### src/dctr_pkg.sv
// constants shared by the configuration/trigger register block and its slew engine
// assumes one 25 MHz system clock and register writes from a serial decoder on that clock
//
// What this block does
// code step size field 000..111 selects 1,2,3,4,6,8,16,32 LSB; resets to 000
// step wait from 4-bit field: base time times 1, 1.25, 1.5, 1.75; resets 1111
// power-down 00 up, 01/11 down with 10K to ground, 10 high-z; resets 10
// reference bit 0 selects supply, 1 selects internal 1.21 V; resets 0
// gain field 1.5X/2X/3X/4X applies only while internal reference enabled
// writing 0101 to trigger bits 15:12 clears the lock
// trigger bit 9 written 1 reloads all registers with factory defaults
// trigger bit 8 high runs continuous waveform generation, low stops it
// bit 7 ramps code to upper margin, clears itself when code reaches it
// bit 6 ramps code to lower margin, clears itself when code reaches it
// bit 5 recalls nonvolatile values, busy flag high meanwhile, bit self-clears
// bit 4 stores settings to nonvolatile memory, busy flag high, bit self-clears
// soft restart 1010 recalls from nonvolatile memory, defaults elsewhere; idle 1000
// trigger register at D3h, reset value 0008h
// busy flag shown while nonvolatile work runs; writes to converter registers refused
// lock bit 13 of setup register locks all registers until unlock code
// 2-bit waveform shape: triangle, rising saw, falling saw, square
// self-clearing bits read 0 when done; other unlock values leave lock unchanged
package dctr_pkg;
   // register offsets
   localparam logic [7:0] SETUP_OFS = 8'hD1;
   localparam logic [7:0] TRIG_OFS = 8'hD3;
   // reset values
   localparam logic [15:0] SETUP_RESET = 16'h01F0;
   localparam logic [15:0] TRIG_RESET = 16'h0008;
   // setup_control field positions
   localparam int SHAPE_LSB = 14;
   localparam int LOCK_BIT = 13;
   localparam int PMBUS_BIT = 12;
   localparam int STEP_LSB = 9;
   localparam int SLEW_LSB = 5;
   localparam int PDN_LSB = 3;
   localparam int REF_BIT = 2;
   localparam int SPAN_LSB = 0;
   // action_strobe field positions and codes
   localparam int UNLOCK_LSB = 12;
   localparam int CFG_RESET_BIT = 9;
   localparam int RUN_BIT = 8;
   localparam int MHIGH_BIT = 7;
   localparam int MLOW_BIT = 6;
   localparam int RECALL_BIT = 5;
   localparam int STORE_BIT = 4;
   localparam logic [3:0] UNLOCK_CODE = 4'h5;
   localparam logic [3:0] SOFT_GO = 4'hA;
   localparam logic [3:0] SOFT_IDLE = 4'h8;
   // power-down codes
   localparam logic [1:0] PDN_UP = 2'h0;
   localparam logic [1:0] PDN_HIZ = 2'h2;
   // waveform shapes
   localparam logic [1:0] SHAPE_TRI = 2'h0;
   localparam logic [1:0] SHAPE_SAW_UP = 2'h1;
   localparam logic [1:0] SHAPE_SAW_DN = 2'h2;
   // step sizes in LSB, indexed by the step field
   localparam logic [7:0][5:0] STEP_LUT = {6'h20, 6'h10, 6'h08, 6'h06,
                                           6'h04, 6'h03, 6'h02, 6'h01};
   // step times in ps, as printed, and the clock period
   localparam int unsigned CLK_PERIOD_PS = 40000;
   localparam int unsigned FAST_BASE_PS = 25600000;
   localparam int unsigned SLOW_BASE_PS = 204800000;
   localparam int unsigned MICRO_BASE_PS = 1638400;
   // least times, rounded up to whole cycles
   localparam int unsigned FAST_BASE_CYC = (FAST_BASE_PS + CLK_PERIOD_PS - 1) / CLK_PERIOD_PS;
   localparam int unsigned SLOW_BASE_CYC = (SLOW_BASE_PS + CLK_PERIOD_PS - 1) / CLK_PERIOD_PS;
   localparam int unsigned MICRO_BASE_CYC = (MICRO_BASE_PS + CLK_PERIOD_PS - 1) / CLK_PERIOD_PS;
   // waveform sequencer
   typedef enum logic [2:0]
   {
      DCTR_WV_IDLE = 3'h1,
      DCTR_WV_UP = 3'h2,
      DCTR_WV_DOWN = 3'h4
   } dctr_wave_t;
endpackage

### src/dctr_regs.sv
// setup_control and action_strobe registers with lock, nonvolatile handshake and waveform
// assumes a serial decoder on i_clk_sys giving one-cycle write/read strobes
`timescale 1ns/10ps
module dctr_regs
   import dctr_pkg::*;
#(
   parameter int unsigned P_SLOW_BASE_CYC = SLOW_BASE_CYC
)
(
   // clock and reset
   input wire logic i_clk_sys,
   input wire logic i_reset_n,
   // register access
   input wire logic i_wr_en,
   input wire logic i_rd_en,
   input wire logic [7:0] i_addr,
   input wire logic [15:0] i_wdata,
   output logic [15:0] o_rdata,
   // code sources
   input wire logic [9:0] i_dac_data,
   input wire logic [9:0] i_margin_high,
   input wire logic [9:0] i_margin_low,
   // nonvolatile memory
   output logic o_nvm_recall_req,
   output logic o_nvm_store_req,
   output logic [15:0] o_nvm_store_data,
   input wire logic i_nvm_done,
   input wire logic [15:0] i_nvm_recall_data,
   output logic o_nonvolatile_in_progress,
   // converter controls
   output logic [9:0] o_dac_code,
   output logic o_output_enable,
   output logic o_pull_10k,
   output logic o_high_impedance,
   output logic o_ref_internal,
   output logic [1:0] o_output_gain_select,
   output logic o_gain_applied,
   output logic o_device_locked,
   output logic o_defaults_load
);
   logic [15:0] setup;
   logic waveform_run;
   logic margin_high_go;
   logic margin_low_go;
   logic nonvolatile_recall;
   logic nonvolatile_store;
   dctr_wave_t wave_state;
   dctr_wave_t next_wave_state;
   logic wave_load;
   logic [9:0] wave_load_code;

   wire locked = setup[LOCK_BIT];
   wire busy = nonvolatile_recall | nonvolatile_store;
   wire [1:0] waveform_shape = setup[SHAPE_LSB +: 2];
   wire [1:0] output_powerdown_mode = setup[PDN_LSB +: 2];
   wire [3:0] soft_restart_field = i_wdata[3:0];

   // decode
   wire setup_hit = i_wr_en && (i_addr == SETUP_OFS);
   wire trig_wr = i_wr_en && (i_addr == TRIG_OFS);
   wire setup_wr = setup_hit && !locked && !busy;
   wire unlock_hit = trig_wr && (i_wdata[UNLOCK_LSB +: 4] == UNLOCK_CODE);
   wire trig_act = trig_wr && !locked && !busy;
   wire cfg_reset = trig_act && i_wdata[CFG_RESET_BIT];
   wire soft_go = trig_act && (soft_restart_field == SOFT_GO);
   wire to_defaults = cfg_reset || soft_go;
   wire recall_start = (trig_act && i_wdata[RECALL_BIT]) || soft_go;
   wire store_start = trig_act && i_wdata[STORE_BIT] && !recall_start;
   wire nvm_finish = busy && i_nvm_done;

   // ramp target: margin high wins, then margin low, then waveform, then data
   wire [9:0] wave_target = (wave_state == DCTR_WV_UP) ? i_margin_high : i_margin_low;
   wire [9:0] ramp_target = margin_high_go ? i_margin_high :
                            margin_low_go ? i_margin_low :
                            waveform_run ? wave_target : i_dac_data;
   wire wave_active = waveform_run && !margin_high_go && !margin_low_go;
   wire at_target;
   wire tick;
   wire mhigh_done = margin_high_go && at_target;
   wire mlow_done = margin_low_go && !margin_high_go && at_target;

   // setup_control
   wire [15:0] next_setup = to_defaults ? SETUP_RESET :
                            (nonvolatile_recall && i_nvm_done) ?
                               (i_nvm_recall_data & ~(16'h1 << LOCK_BIT)) :
                            setup_wr ? i_wdata :
                            unlock_hit ? (setup & ~(16'h1 << LOCK_BIT)) : setup;

   always_ff @(posedge i_clk_sys)
   begin
      if (!i_reset_n)
         setup <= SETUP_RESET;
      else
         setup <= next_setup;
   end

   // action_strobe held and self-clearing bits
   always_ff @(posedge i_clk_sys)
   begin
      if (!i_reset_n || to_defaults)
      begin
         waveform_run <= 1'b0;
         margin_high_go <= 1'b0;
         margin_low_go <= 1'b0;
      end
      else if (trig_act)
      begin
         // a write of 1 wins over the self-clear in the same cycle
         waveform_run <= i_wdata[RUN_BIT];
         margin_high_go <= i_wdata[MHIGH_BIT] || (margin_high_go && !mhigh_done);
         margin_low_go <= i_wdata[MLOW_BIT] || (margin_low_go && !mlow_done);
      end
      else
      begin
         margin_high_go <= margin_high_go && !mhigh_done;
         margin_low_go <= margin_low_go && !mlow_done;
      end
   end

   always_ff @(posedge i_clk_sys)
   begin
      if (!i_reset_n)
      begin
         nonvolatile_recall <= 1'b0;
         nonvolatile_store <= 1'b0;
      end
      else
      begin
         nonvolatile_recall <= recall_start || (nonvolatile_recall && !i_nvm_done);
         nonvolatile_store <= store_start || (nonvolatile_store && !i_nvm_done);
      end
   end

   always_ff @(posedge i_clk_sys)
   begin
      if (!i_reset_n)
         o_defaults_load <= 1'b0;
      else
         o_defaults_load <= to_defaults;
   end

   // read-back: write-only fields read 0, the restart field its idle code
   wire [15:0] trig_view = {4'h0, 2'h0, 1'b0, waveform_run, margin_high_go, margin_low_go,
                            nonvolatile_recall, nonvolatile_store, SOFT_IDLE};
   wire [15:0] rd_mux = (i_addr == SETUP_OFS) ? (setup & ~(16'h1 << LOCK_BIT)) :
                        (i_addr == TRIG_OFS) ? trig_view : 16'h0000;

   always_ff @(posedge i_clk_sys)
   begin
      if (!i_reset_n)
         o_rdata <= 16'h0000;
      else if (i_rd_en)
         o_rdata <= rd_mux;
   end

   // waveform sequencer
   always_comb
   begin
      next_wave_state = wave_state;
      wave_load = 1'b0;
      wave_load_code = i_margin_low;
      case (wave_state)
         DCTR_WV_IDLE:
         begin
            if (wave_active)
               next_wave_state = DCTR_WV_UP;
         end
         DCTR_WV_UP:
         begin
            if (!wave_active)
               next_wave_state = DCTR_WV_IDLE;
            else if (waveform_shape == SHAPE_TRI)
            begin
               if (at_target)
                  next_wave_state = DCTR_WV_DOWN;
            end
            else if (waveform_shape == SHAPE_SAW_UP)
               wave_load = at_target;
            else if (waveform_shape == SHAPE_SAW_DN)
               next_wave_state = DCTR_WV_DOWN;
            else if (tick)
            begin
               wave_load = 1'b1;
               next_wave_state = DCTR_WV_DOWN;
            end
         end
         DCTR_WV_DOWN:
         begin
            wave_load_code = i_margin_high;
            if (!wave_active)
               next_wave_state = DCTR_WV_IDLE;
            else if (waveform_shape == SHAPE_TRI)
            begin
               if (at_target)
                  next_wave_state = DCTR_WV_UP;
            end
            else if (waveform_shape == SHAPE_SAW_DN)
               wave_load = at_target;
            else if (waveform_shape == SHAPE_SAW_UP)
               next_wave_state = DCTR_WV_UP;
            else if (tick)
            begin
               wave_load = 1'b1;
               next_wave_state = DCTR_WV_UP;
            end
         end
         default:
            next_wave_state = DCTR_WV_IDLE;
      endcase
   end

   always_ff @(posedge i_clk_sys)
   begin
      if (!i_reset_n)
         wave_state <= DCTR_WV_IDLE;
      else
         wave_state <= next_wave_state;
   end

   dctr_ramp #(
      .P_SLOW_BASE_CYC(P_SLOW_BASE_CYC)
   ) u_ramp (
      .i_clk_sys(i_clk_sys),
      .i_reset_n(i_reset_n),
      .i_code_step(setup[STEP_LSB +: 3]),
      .i_slew_rate(setup[SLEW_LSB +: 4]),
      .i_target(ramp_target),
      .i_load(wave_load),
      .i_load_code(wave_load_code),
      .o_code(o_dac_code),
      .o_at_target(at_target),
      .o_tick(tick)
   );

   // converter controls
   assign o_output_enable = (output_powerdown_mode == PDN_UP);
   assign o_high_impedance = (output_powerdown_mode == PDN_HIZ);
   assign o_pull_10k = output_powerdown_mode[0];
   assign o_ref_internal = setup[REF_BIT];
   // gain is meaningless on the supply reference, so it is flagged rather than forced
   assign o_gain_applied = setup[REF_BIT];
   assign o_output_gain_select = setup[SPAN_LSB +: 2];
   assign o_device_locked = locked;
   assign o_nonvolatile_in_progress = busy;
   assign o_nvm_recall_req = nonvolatile_recall;
   assign o_nvm_store_req = nonvolatile_store;
   assign o_nvm_store_data = setup & ~(16'h1 << LOCK_BIT);
endmodule // dctr_regs

### src/dctr_ramp.sv
// slew engine: steps the output code toward a target at the programmed size and rate
// assumes target and load come from logic on the same clock
`timescale 1ns/10ps
module dctr_ramp
   import dctr_pkg::*;
#(
   parameter int unsigned P_SLOW_BASE_CYC = SLOW_BASE_CYC
)
(
   // clock and reset
   input wire logic i_clk_sys,
   input wire logic i_reset_n,
   // slew settings
   input wire logic [2:0] i_code_step,
   input wire logic [3:0] i_slew_rate,
   // target and immediate load
   input wire logic [9:0] i_target,
   input wire logic i_load,
   input wire logic [9:0] i_load_code,
   // state
   output logic [9:0] o_code,
   output logic o_at_target,
   output logic o_tick
);
   logic [16:0] cnt;
   wire [15:0] base_cyc = (i_slew_rate[3:2] == 2'h0) ? 16'(FAST_BASE_CYC) :
                          (i_slew_rate[3:2] == 2'h1) ? 16'(P_SLOW_BASE_CYC) :
                          16'(MICRO_BASE_CYC);
   // codes 11xx fall back on the shortest base
   wire [18:0] scaled = 19'(base_cyc) * 19'(3'h4 + {1'b0, i_slew_rate[1:0]}) + 19'h3;
   wire [16:0] wait_cyc = scaled[18:2];
   wire [9:0] step = {4'h0, STEP_LUT[i_code_step]};
   wire [9:0] up_gap = i_target - o_code;
   wire [9:0] dn_gap = o_code - i_target;
   wire [9:0] next_code = (o_code < i_target) ? ((up_gap <= step) ? i_target : o_code + step) :
                          ((dn_gap <= step) ? i_target : o_code - step);

   // compare with >= so a shortened rate takes effect at once
   assign o_tick = (cnt >= wait_cyc - 17'h1);
   assign o_at_target = (o_code == i_target);

   always_ff @(posedge i_clk_sys)
   begin
      if (!i_reset_n || o_tick)
         cnt <= 17'h0;
      else
         cnt <= cnt + 17'h1;
   end

   always_ff @(posedge i_clk_sys)
   begin
      if (!i_reset_n)
         o_code <= 10'h000;
      else if (i_load)
         o_code <= i_load_code;
      else if (o_tick && !o_at_target)
         o_code <= next_code;
   end
endmodule // dctr_ramp

### config.mk
export PLATFORM = sky130hd
export DESIGN_NAME = dctr_regs
export DESIGN_NICKNAME = d
export VERILOG_FILES = /design/src/dctr_pkg.sv /design/src/dctr_regs.sv /design/src/dctr_ramp.sv
export SDC_FILE = /design/constraint.sdc
export NUM_CORES = 1
export LEC_CHECK = 0
export ABC_AREA = 1
export BUFFER_PORTS_ARGS = -buffer_cell sky130_fd_sc_hd__buf_2
export CORE_MARGIN = 5
export CORE_UTILIZATION = 62
export DETAILED_ROUTE_END_ITERATION = 6
export HOLD_SLACK_MARGIN = 0.02
export PLACE_DENSITY = 0.88
export SYNTH_ARGS = -nofsm -noshare
export SYNTH_HDL_FRONTEND = slang
export SYNTH_SLANG_ARGS = --single-unit
### constraint.sdc
create_clock -name i_clk_sys -period 6.1 [get_ports i_clk_sys]
set_input_delay 1.22 -clock i_clk_sys [delete_from_list [all_inputs] [get_ports i_clk_sys]]
set_output_delay 1.22 -clock i_clk_sys [all_outputs]
set_load 0.005 [all_outputs]
==> flow_metrics.env, run 1 <==
export IMPL_die_h_um=115
export IMPL_antenna_cells=0
export IMPL_async_flop_share_pct=0
export IMPL_first_pass_iters=6
export IMPL_synthTopCellsByArea="dfxtp_1 21%, nand2_1 17%, ha_1 13%, inv_1 9.5%, nand3_1 6.0%"
export IMPL_finalSetupViolations=0
export IMPL_wl_per_cell_um=13.8
export IMPL_grt_max_degree=31
export IMPL_grt_pass1_wl_mm=30.7
export IMPL_tightest_slew_ns=0.846
export IMPL_cts_sinks=73
export IMPL_clkLatencyLatePin_ns=0.36
export IMPL_via_count=7473
export IMPL_fin_area_um2=7750
export IMPL_power_per_cell_area_nw_per_um2=142
export IMPL_fin_util_pct=71.2
export IMPL_cts_setup_buffers=0
export IMPL_dieArea_um2=13300
export IMPL_place_inst=1339
export IMPL_fin_cells=1355
export IMPL_fp_dieW_um=115
export IMPL_std_cell_rows=38
export IMPL_grt_use_total_pct=27.8
export IMPL_holdBufCountCts=0
export IMPL_path_clk_slew_ns=0.09
export IMPL_drc=0
export IMPL_setup_tns_ns=0
export IMPL_yosysTopAreaCell="dfxtp_1"
export IMPL_finalWeightedCongestion=0.935
export IMPL_post_route_period_util_pct=79.6
export IMPL_core_area_um2=10900
export IMPL_antenna_left=0
export IMPL_htreeDepth=3
export IMPL_syn_area_um2=6890
export IMPL_nNetsFinal=1361
export IMPL_synth_seq_cells=73
export IMPL_ctsRootBufferMaster="clkbuf_8"
export IMPL_cpMostUsedCell="nand2_1"
export IMPL_startpoint_type="flop"
export IMPL_intPower_w=0.000758
export IMPL_ys_seq_area_share_pct=21.2
export IMPL_ios=129
export IMPL_status="complete, no violations"
export IMPL_port_buffers=125
export IMPL_slew_violations=0
export IMPL_place_area_um2=7540
export IMPL_power_leakage_nw=4.19
export IMPL_min_path_cells=1
export IMPL_switchingPower_w=0.000339
export IMPL_hold_path_class="reg -> reg"
export IMPL_cap_viol_max_count=0
export IMPL_slowest_delay_ns=0.38
export IMPL_cts_made_buffers=9
export IMPL_avgViaCountPerCell=5.52
export IMPL_max_vdd_ir_drop_uv=131
export IMPL_crit_type="reg -> reg"
export IMPL_worst_path_max_fanout=13
export IMPL_start_util_pct=63.3
export IMPL_max_freq_ghz=0.206
export IMPL_slew_headroom_pct=43.4
export IMPL_synth_main_ff_cell="dfxtp_1"
export IMPL_clkPwrFrac_pct=37.1
export IMPL_cts_resized=0
export IMPL_grt_remaining_overflow=0
export IMPL_min_period_ns=4.86
export IMPL_first_global_vias=6995
export IMPL_hpwlAfterDp_mm=15.0
export IMPL_holdWs_ns=0.477
export IMPL_cts_tree="yes"
export IMPL_power_frac_seq_pct=45.3
export IMPL_crit_arrival_ns=5.15
export IMPL_clock_path_buffers=2
export IMPL_cpMaxStageDelayCell="dfxtp_1"
export IMPL_synthCells=1105
export IMPL_drt_wl_total_mm=18.7
export IMPL_avgSynthCellArea_um2=6.23
export IMPL_synth_edf_count=0
export IMPL_finalHoldViolations=0
export IMPL_drt_iter0_drc=577
export IMPL_ys_warn_count=0
export IMPL_rsz0062_at_grt="no"
export IMPL_drive_gt1_share_pct=13.7
export IMPL_cp_required_ns=6.39
export IMPL_skew_ns=0.0158
export IMPL_worst_r2r_path_depth=26
export IMPL_switching_share_pct=30.9
export IMPL_syn_to_final_growth_pct=12.5
export IMPL_nFillCells=926
export IMPL_endpoint_kind="flop"
export IMPL_pwr_share_comb_pct=17.6
export IMPL_antenna_found_initial=0
export IMPL_yosys_area_top_type_share_pct=21.2
export IMPL_synth_distinct_cells=48
metrics by stage:
step | total power [W] | setup WS, ns
floorplan | 0.000638 | 1.99
global placement | 0.000694 | 1.37
detailed placement | 0.000698 | 1.31
CTS | 0.00110 | 1.26
global route | 0.00115 | 0.777
finish | 0.00110 | 1.24
registers in the layout, indices dropped and copies added, names as in the netlist:
| signal | count |
|---|---|
| wave_state | 3 |
| o_nvm_store_req | 1 |
| u_ramp.o_code | 10 |
| o_defaults_load | 1 |
| u_ramp.cnt | 17 |
| setup | 16 |
| waveform_run | 1 |
| o_rdata | 15 |
| margin_high_go | 1 |
| u_ramp.step | 6 |
| o_nvm_recall_req | 1 |
| margin_low_go | 1 |
layer usage:
layer	vias up	part of all wire (%)	track usage [%]
li1	3769	-	-
met1	3307	39	31.9
met2	336	49	50.0
met3	61	7.6	4.80
met4	0	3.9	12.8
met5	-	0	0
cell type report:
| class | instances | area [µm²] | area share [%] |
|---|---|---|---|
| Multi-Input combinational cell | 820 | 4580 | 59.2 |
| Inverter | 177 | 666 | 8.59 |
| Sequential cell | 73 | 1460 | 18.9 |
| Timing Repair Buffer | 129 | 656 | 8.46 |
| Clock buffer | 9 | 124 | 1.60 |
| Clock inverter | 7 | 81.3 | 1.05 |
| Tap cell | 140 | 175 | 2.26 |
cell usage after synthesis, types with 11 or more instances:
cell,instances
nor3_1,14
nand2_1,303
nor2_1,94
nand3_1,82
ha_1,72
clkbuf_1,16
xor2_1,32
nand4_1,30
a21oi_1,65
inv_1,174
a31oi_1,11
o21ai_0,37
dfxtp_1,73
path summary, 6_finish.rpt:
check        slack (ns)     startpoint               end
max reg2reg        1.24       setup[7]  u_ramp.o_code[5]
max                1.24       setup[7]  u_ramp.o_code[5]
min                0.48  u_ramp.cnt[0]     u_ramp.cnt[0]
min reg2reg        0.48  u_ramp.cnt[0]     u_ramp.cnt[0]
worst max-delay path: cells and delay by family (launching register included):
| family | cells | cell delay (ns) |
|---|---|---|
| AOI/OAI and AO/OA | 3 | 0.43 |
| adders and majority gates | 3 | 0.88 |
| buffers and inverters | 4 | 0.54 |
| DFF | 1 | 0.38 |
| and+or+nand+nor | 16 | 2.53 |
power by group through the flow:
stage	Clock [W]	Sequential (W)	Combinational, W
2_1_floorplan	0	0.000508	0.000131
3_3_place_gp	0	0.000508	0.000186
3_5_place_dp	0	0.000508	0.000190
4_1_cts	0.000415	0.000497	0.000191
5_1_grt	0.000430	0.000499	0.000220
6_report	0.000407	0.000497	0.000193
placed cells by master (no fill, tap or decap), types with 5 or more instances in the layout:
| master | instances |
|---|---|
| nor3_1 | 14 |
| ha_1 | 72 |
| nand3_1 | 82 |
| xnor2_1 | 7 |
| xor2_1 | 32 |
| clkbuf_8 | 9 |
| o21ai_0 | 37 |
| nand2_1 | 303 |
| or2_2 | 7 |
| buf_2 | 125 |
| nor2_1 | 94 |
| a21oi_1 | 65 |
| o221ai_1 | 5 |
| o22ai_1 | 9 |
| a22oi_1 | 6 |
| inv_1 | 174 |
| inv_6 | 5 |
| o21bai_1 | 5 |
| dfxtp_1 | 73 |
| nand4_1 | 30 |
| a31oi_1 | 11 |
cell families after synthesis:
group                    synth area share, %
adder cells (fa/ha/maj)                 14.2
AO/OA/AOI/OAI                           12.7
XOR/XNOR                                4.96
flip-flops                              21.2
AND/OR/NAND/NOR                         34.5
other                                 0.0544
buffers and inverters                   12.3
Power figures use the tool's default switching activity.
==> run 2, diff against run 1 <==
--- a/config.mk
+++ b/config.mk
@@ -8,10 +8,10 @@
 export ABC_AREA = 1
 export BUFFER_PORTS_ARGS = -buffer_cell sky130_fd_sc_hd__buf_2
 export CORE_MARGIN = 5
-export CORE_UTILIZATION = 62
+export CORE_UTILIZATION = 57
 export DETAILED_ROUTE_END_ITERATION = 6
 export HOLD_SLACK_MARGIN = 0.02
-export PLACE_DENSITY = 0.88
+export PLACE_DENSITY = 0.82
 export SYNTH_ARGS = -nofsm -noshare
 export SYNTH_HDL_FRONTEND = slang
 export SYNTH_SLANG_ARGS = --single-unit
==> constraint.sdc (replaced) <==
create_clock -name i_clk_sys -period 4.75 [get_ports i_clk_sys]
set_input_delay 0.95 -clock i_clk_sys [delete_from_list [all_inputs] [get_ports i_clk_sys]]
set_output_delay 0.95 -clock i_clk_sys [all_outputs]
set_load 0.005 [all_outputs]
==> run 2 against run 1 <==
Compared with the run above: final area rose by 2.3%; first-iteration DRC count fell by 2.3%; critical endpoint is now u_ramp.o_code[0]; sequential power increased by 29%; sequential share of layout area shrank 0.42 points; die area rose by 8.0%; register-to-register slack worse by 0.79 ns; clock-buffer cell count unchanged; core utilization down 4.6 points.
==> flow_metrics.env, run 2 (same netlist as run 1, synthesis figures left out) <==
export IMPL_fp_dieW_um=120
export IMPL_grt_max_degree=31
export IMPL_rrSetupSlack_ns=0.45
export IMPL_top_register="u_ramp.cnt"
export IMPL_hold_path_class="reg -> reg"
export IMPL_mostFrequentLayoutCells="301 x nand2_1, 174 x inv_1, 125 x buf_2, 92 x nor2_1, 82 x nand3_1"
export IMPL_cpMostUsedCell="nand2_1"
export IMPL_tightest_slew_ns=0.540
export IMPL_wl_per_cell_um=13.9
export IMPL_status="complete, no violations"
export IMPL_largest_register_ff_count=17
export IMPL_reg_top3="u_ramp.cnt (17), setup (16), o_rdata (15)"
export IMPL_setup_tns_ns=0
export IMPL_worstReg2RegStart="setup[7]"
export IMPL_die_h_um=120
export IMPL_worst_r2r_path_depth=32
export IMPL_slew_headroom_pct=63.9
export IMPL_grt_use_total_pct=25.9
export IMPL_cts_tree="yes"
export IMPL_skew_ns=0.00944
export IMPL_reg2reg_to="u_ramp.o_code[0]"
export IMPL_finalHoldViolations=0
export IMPL_fin_area_um2=7920
export IMPL_crit_arrival_ns=4.51
export IMPL_place_area_um2=7600
export IMPL_antenna_left=0
export IMPL_start_util_pct=57.8
export IMPL_slew_violations=0
export IMPL_holdBufCountCts=0
export IMPL_power_leakage_nw=4.27
export IMPL_cap_viol_max_count=0
export IMPL_finalWorstSetupSlack_ns=0.452
export IMPL_hold_end="u_ramp.cnt[0]"
export IMPL_finalSetupViolations=0
export IMPL_holdWs_ns=0.463
export IMPL_port_buffers=125
export IMPL_rsz0062_at_grt="no"
export IMPL_cts_made_buffers=9
export IMPL_nNetsFinal=1371
export IMPL_syn_to_final_growth_pct=15.0
export IMPL_clkLatencyLatePin_ns=0.33
export IMPL_post_route_period_util_pct=90.5
export IMPL_total_power_w=0.00155
export IMPL_grt_pass1_wl_mm=31.2
export IMPL_antenna_cells=0
export IMPL_dieArea_um2=14400
export IMPL_first_global_vias=6911
export IMPL_htreeDepth=3
export IMPL_endpoint_kind="flop"
export IMPL_grtUsageMet1_pct=31.2
export IMPL_via_count=7451
export IMPL_clock_path_buffers=2
export IMPL_worst_path_max_fanout=11
export IMPL_grt_use_met2_pct=46.4
export IMPL_crit_type="reg -> reg"
export IMPL_startpoint_type="flop"
export IMPL_drt_iter0_drc=564
export IMPL_core_area_um2=11900
export IMPL_power_per_cell_area_nw_per_um2=195
export IMPL_ios=129
export IMPL_met3_usage_pct=3.72
export IMPL_hold_path_startpoint="u_ramp.cnt[0]"
export IMPL_std_cell_rows=40
export IMPL_path_clk_slew_ns=0.07
export IMPL_grt_remaining_overflow=0
export IMPL_post_place_ws_ns=0.160
export IMPL_max_vdd_ir_drop_uv=213
export IMPL_drc=0
export IMPL_first_pass_iters=6
export IMPL_slowest_delay_ns=0.36
export IMPL_cpMaxStageDelayCell="dfxtp_1"
export IMPL_hpwlAfterDp_mm=15.4
export IMPL_min_path_cells=1
export IMPL_layout_commonest_cell="nand2_1"
export IMPL_antenna_found_initial=0
export IMPL_ctsRootBufferMaster="clkbuf_16"
export IMPL_max_freq_ghz=0.233
export IMPL_min_period_ns=4.30
export IMPL_drive_gt1_share_pct=14.7
export IMPL_finalWeightedCongestion=0.921
export IMPL_cts_sinks=73
export IMPL_drt_wl_total_mm=19.0
export IMPL_avgViaCountPerCell=5.43
export IMPL_grt_busiest_layer="met2"
export IMPL_cp_required_ns=4.96
export IMPL_nFillCells=1141
## run 2: cell count changes in the layout (fill, tap and decap cells not counted), sizes merged
cell and delta:
clkinvlp +2, clkinv -1, nor2 +1, buf +9, bufinv -1
## run 2: timing repair
action | in CTS | in global routing
resized for setup | 0 | 6
setup endpoints to repair | 0 | 28
buffers inserted | 0 | 2
## run 2: report_power, final
group	internal (W)	switching (W)	leakage, nW
clock network	0.000363	0.000291	0.131
logic	0.0000957	0.000157	3.55
registers	0.000629	0.00000998	0.592
## run 2: per-stage QoR
step,cells,util (%)
after floorplan,1106,-
after global placement,1353,63.8
after detailed placement,1353,63.8
after CTS,1369,66.2
after global routing,1372,66.5
final,1372,66.5
## run 2: per-layer routing
metal  wire length, µm  up-vias  part of all wire (%)
met5                 0        -                     0
met1              7760     3324                    41
li1                  -     3800                     -
met2              9360      283                    49
met4               629        0                   3.3
met3              1280       44                   6.7
## run 2: worst max-delay path by stage
| stage | from | to | slack [ns] | cells after the start |
|---|---|---|---|---|
| 2_1_floorplan | setup[7] | u_ramp.o_code[1] | 0.64 | 26 |
| 3_3_place_gp | setup[7] | u_ramp.o_code[6] | 0.30 | 24 |
| 3_5_place_dp | setup[7] | u_ramp.o_code[5] | 0.16 | 24 |
| 4_1_cts | setup[7] | u_ramp.o_code[5] | 0.14 | 24 |
| 5_1_grt | setup[8] | u_ramp.o_code[5] | 0.006 | 21 |
| 6_report | setup[7] | u_ramp.o_code[0] | 0.45 | 32 |
## run 2: worst max-delay path: cells and delay by family (launching register included)
kind	cells	cell delay (ns)
and+or+nand+nor	22	2.25
buffers and inverters	6	0.58
AOI/OAI and AO/OA	1	0.14
adders and majority gates	3	0.82
DFF	1	0.36
## run 2: layout make-up
cell class                 count  area (µm²)  share of cell area (%)
clock buffer                   9         225                    2.84
clock inverter                 7        60.1                   0.758
sequential                    73        1460                    18.4
tap                          147         184                    2.32
multi-input combinational    821        4600                    58.1
inverter                     177         667                    8.42
timing repair buffer         138         723                    9.13
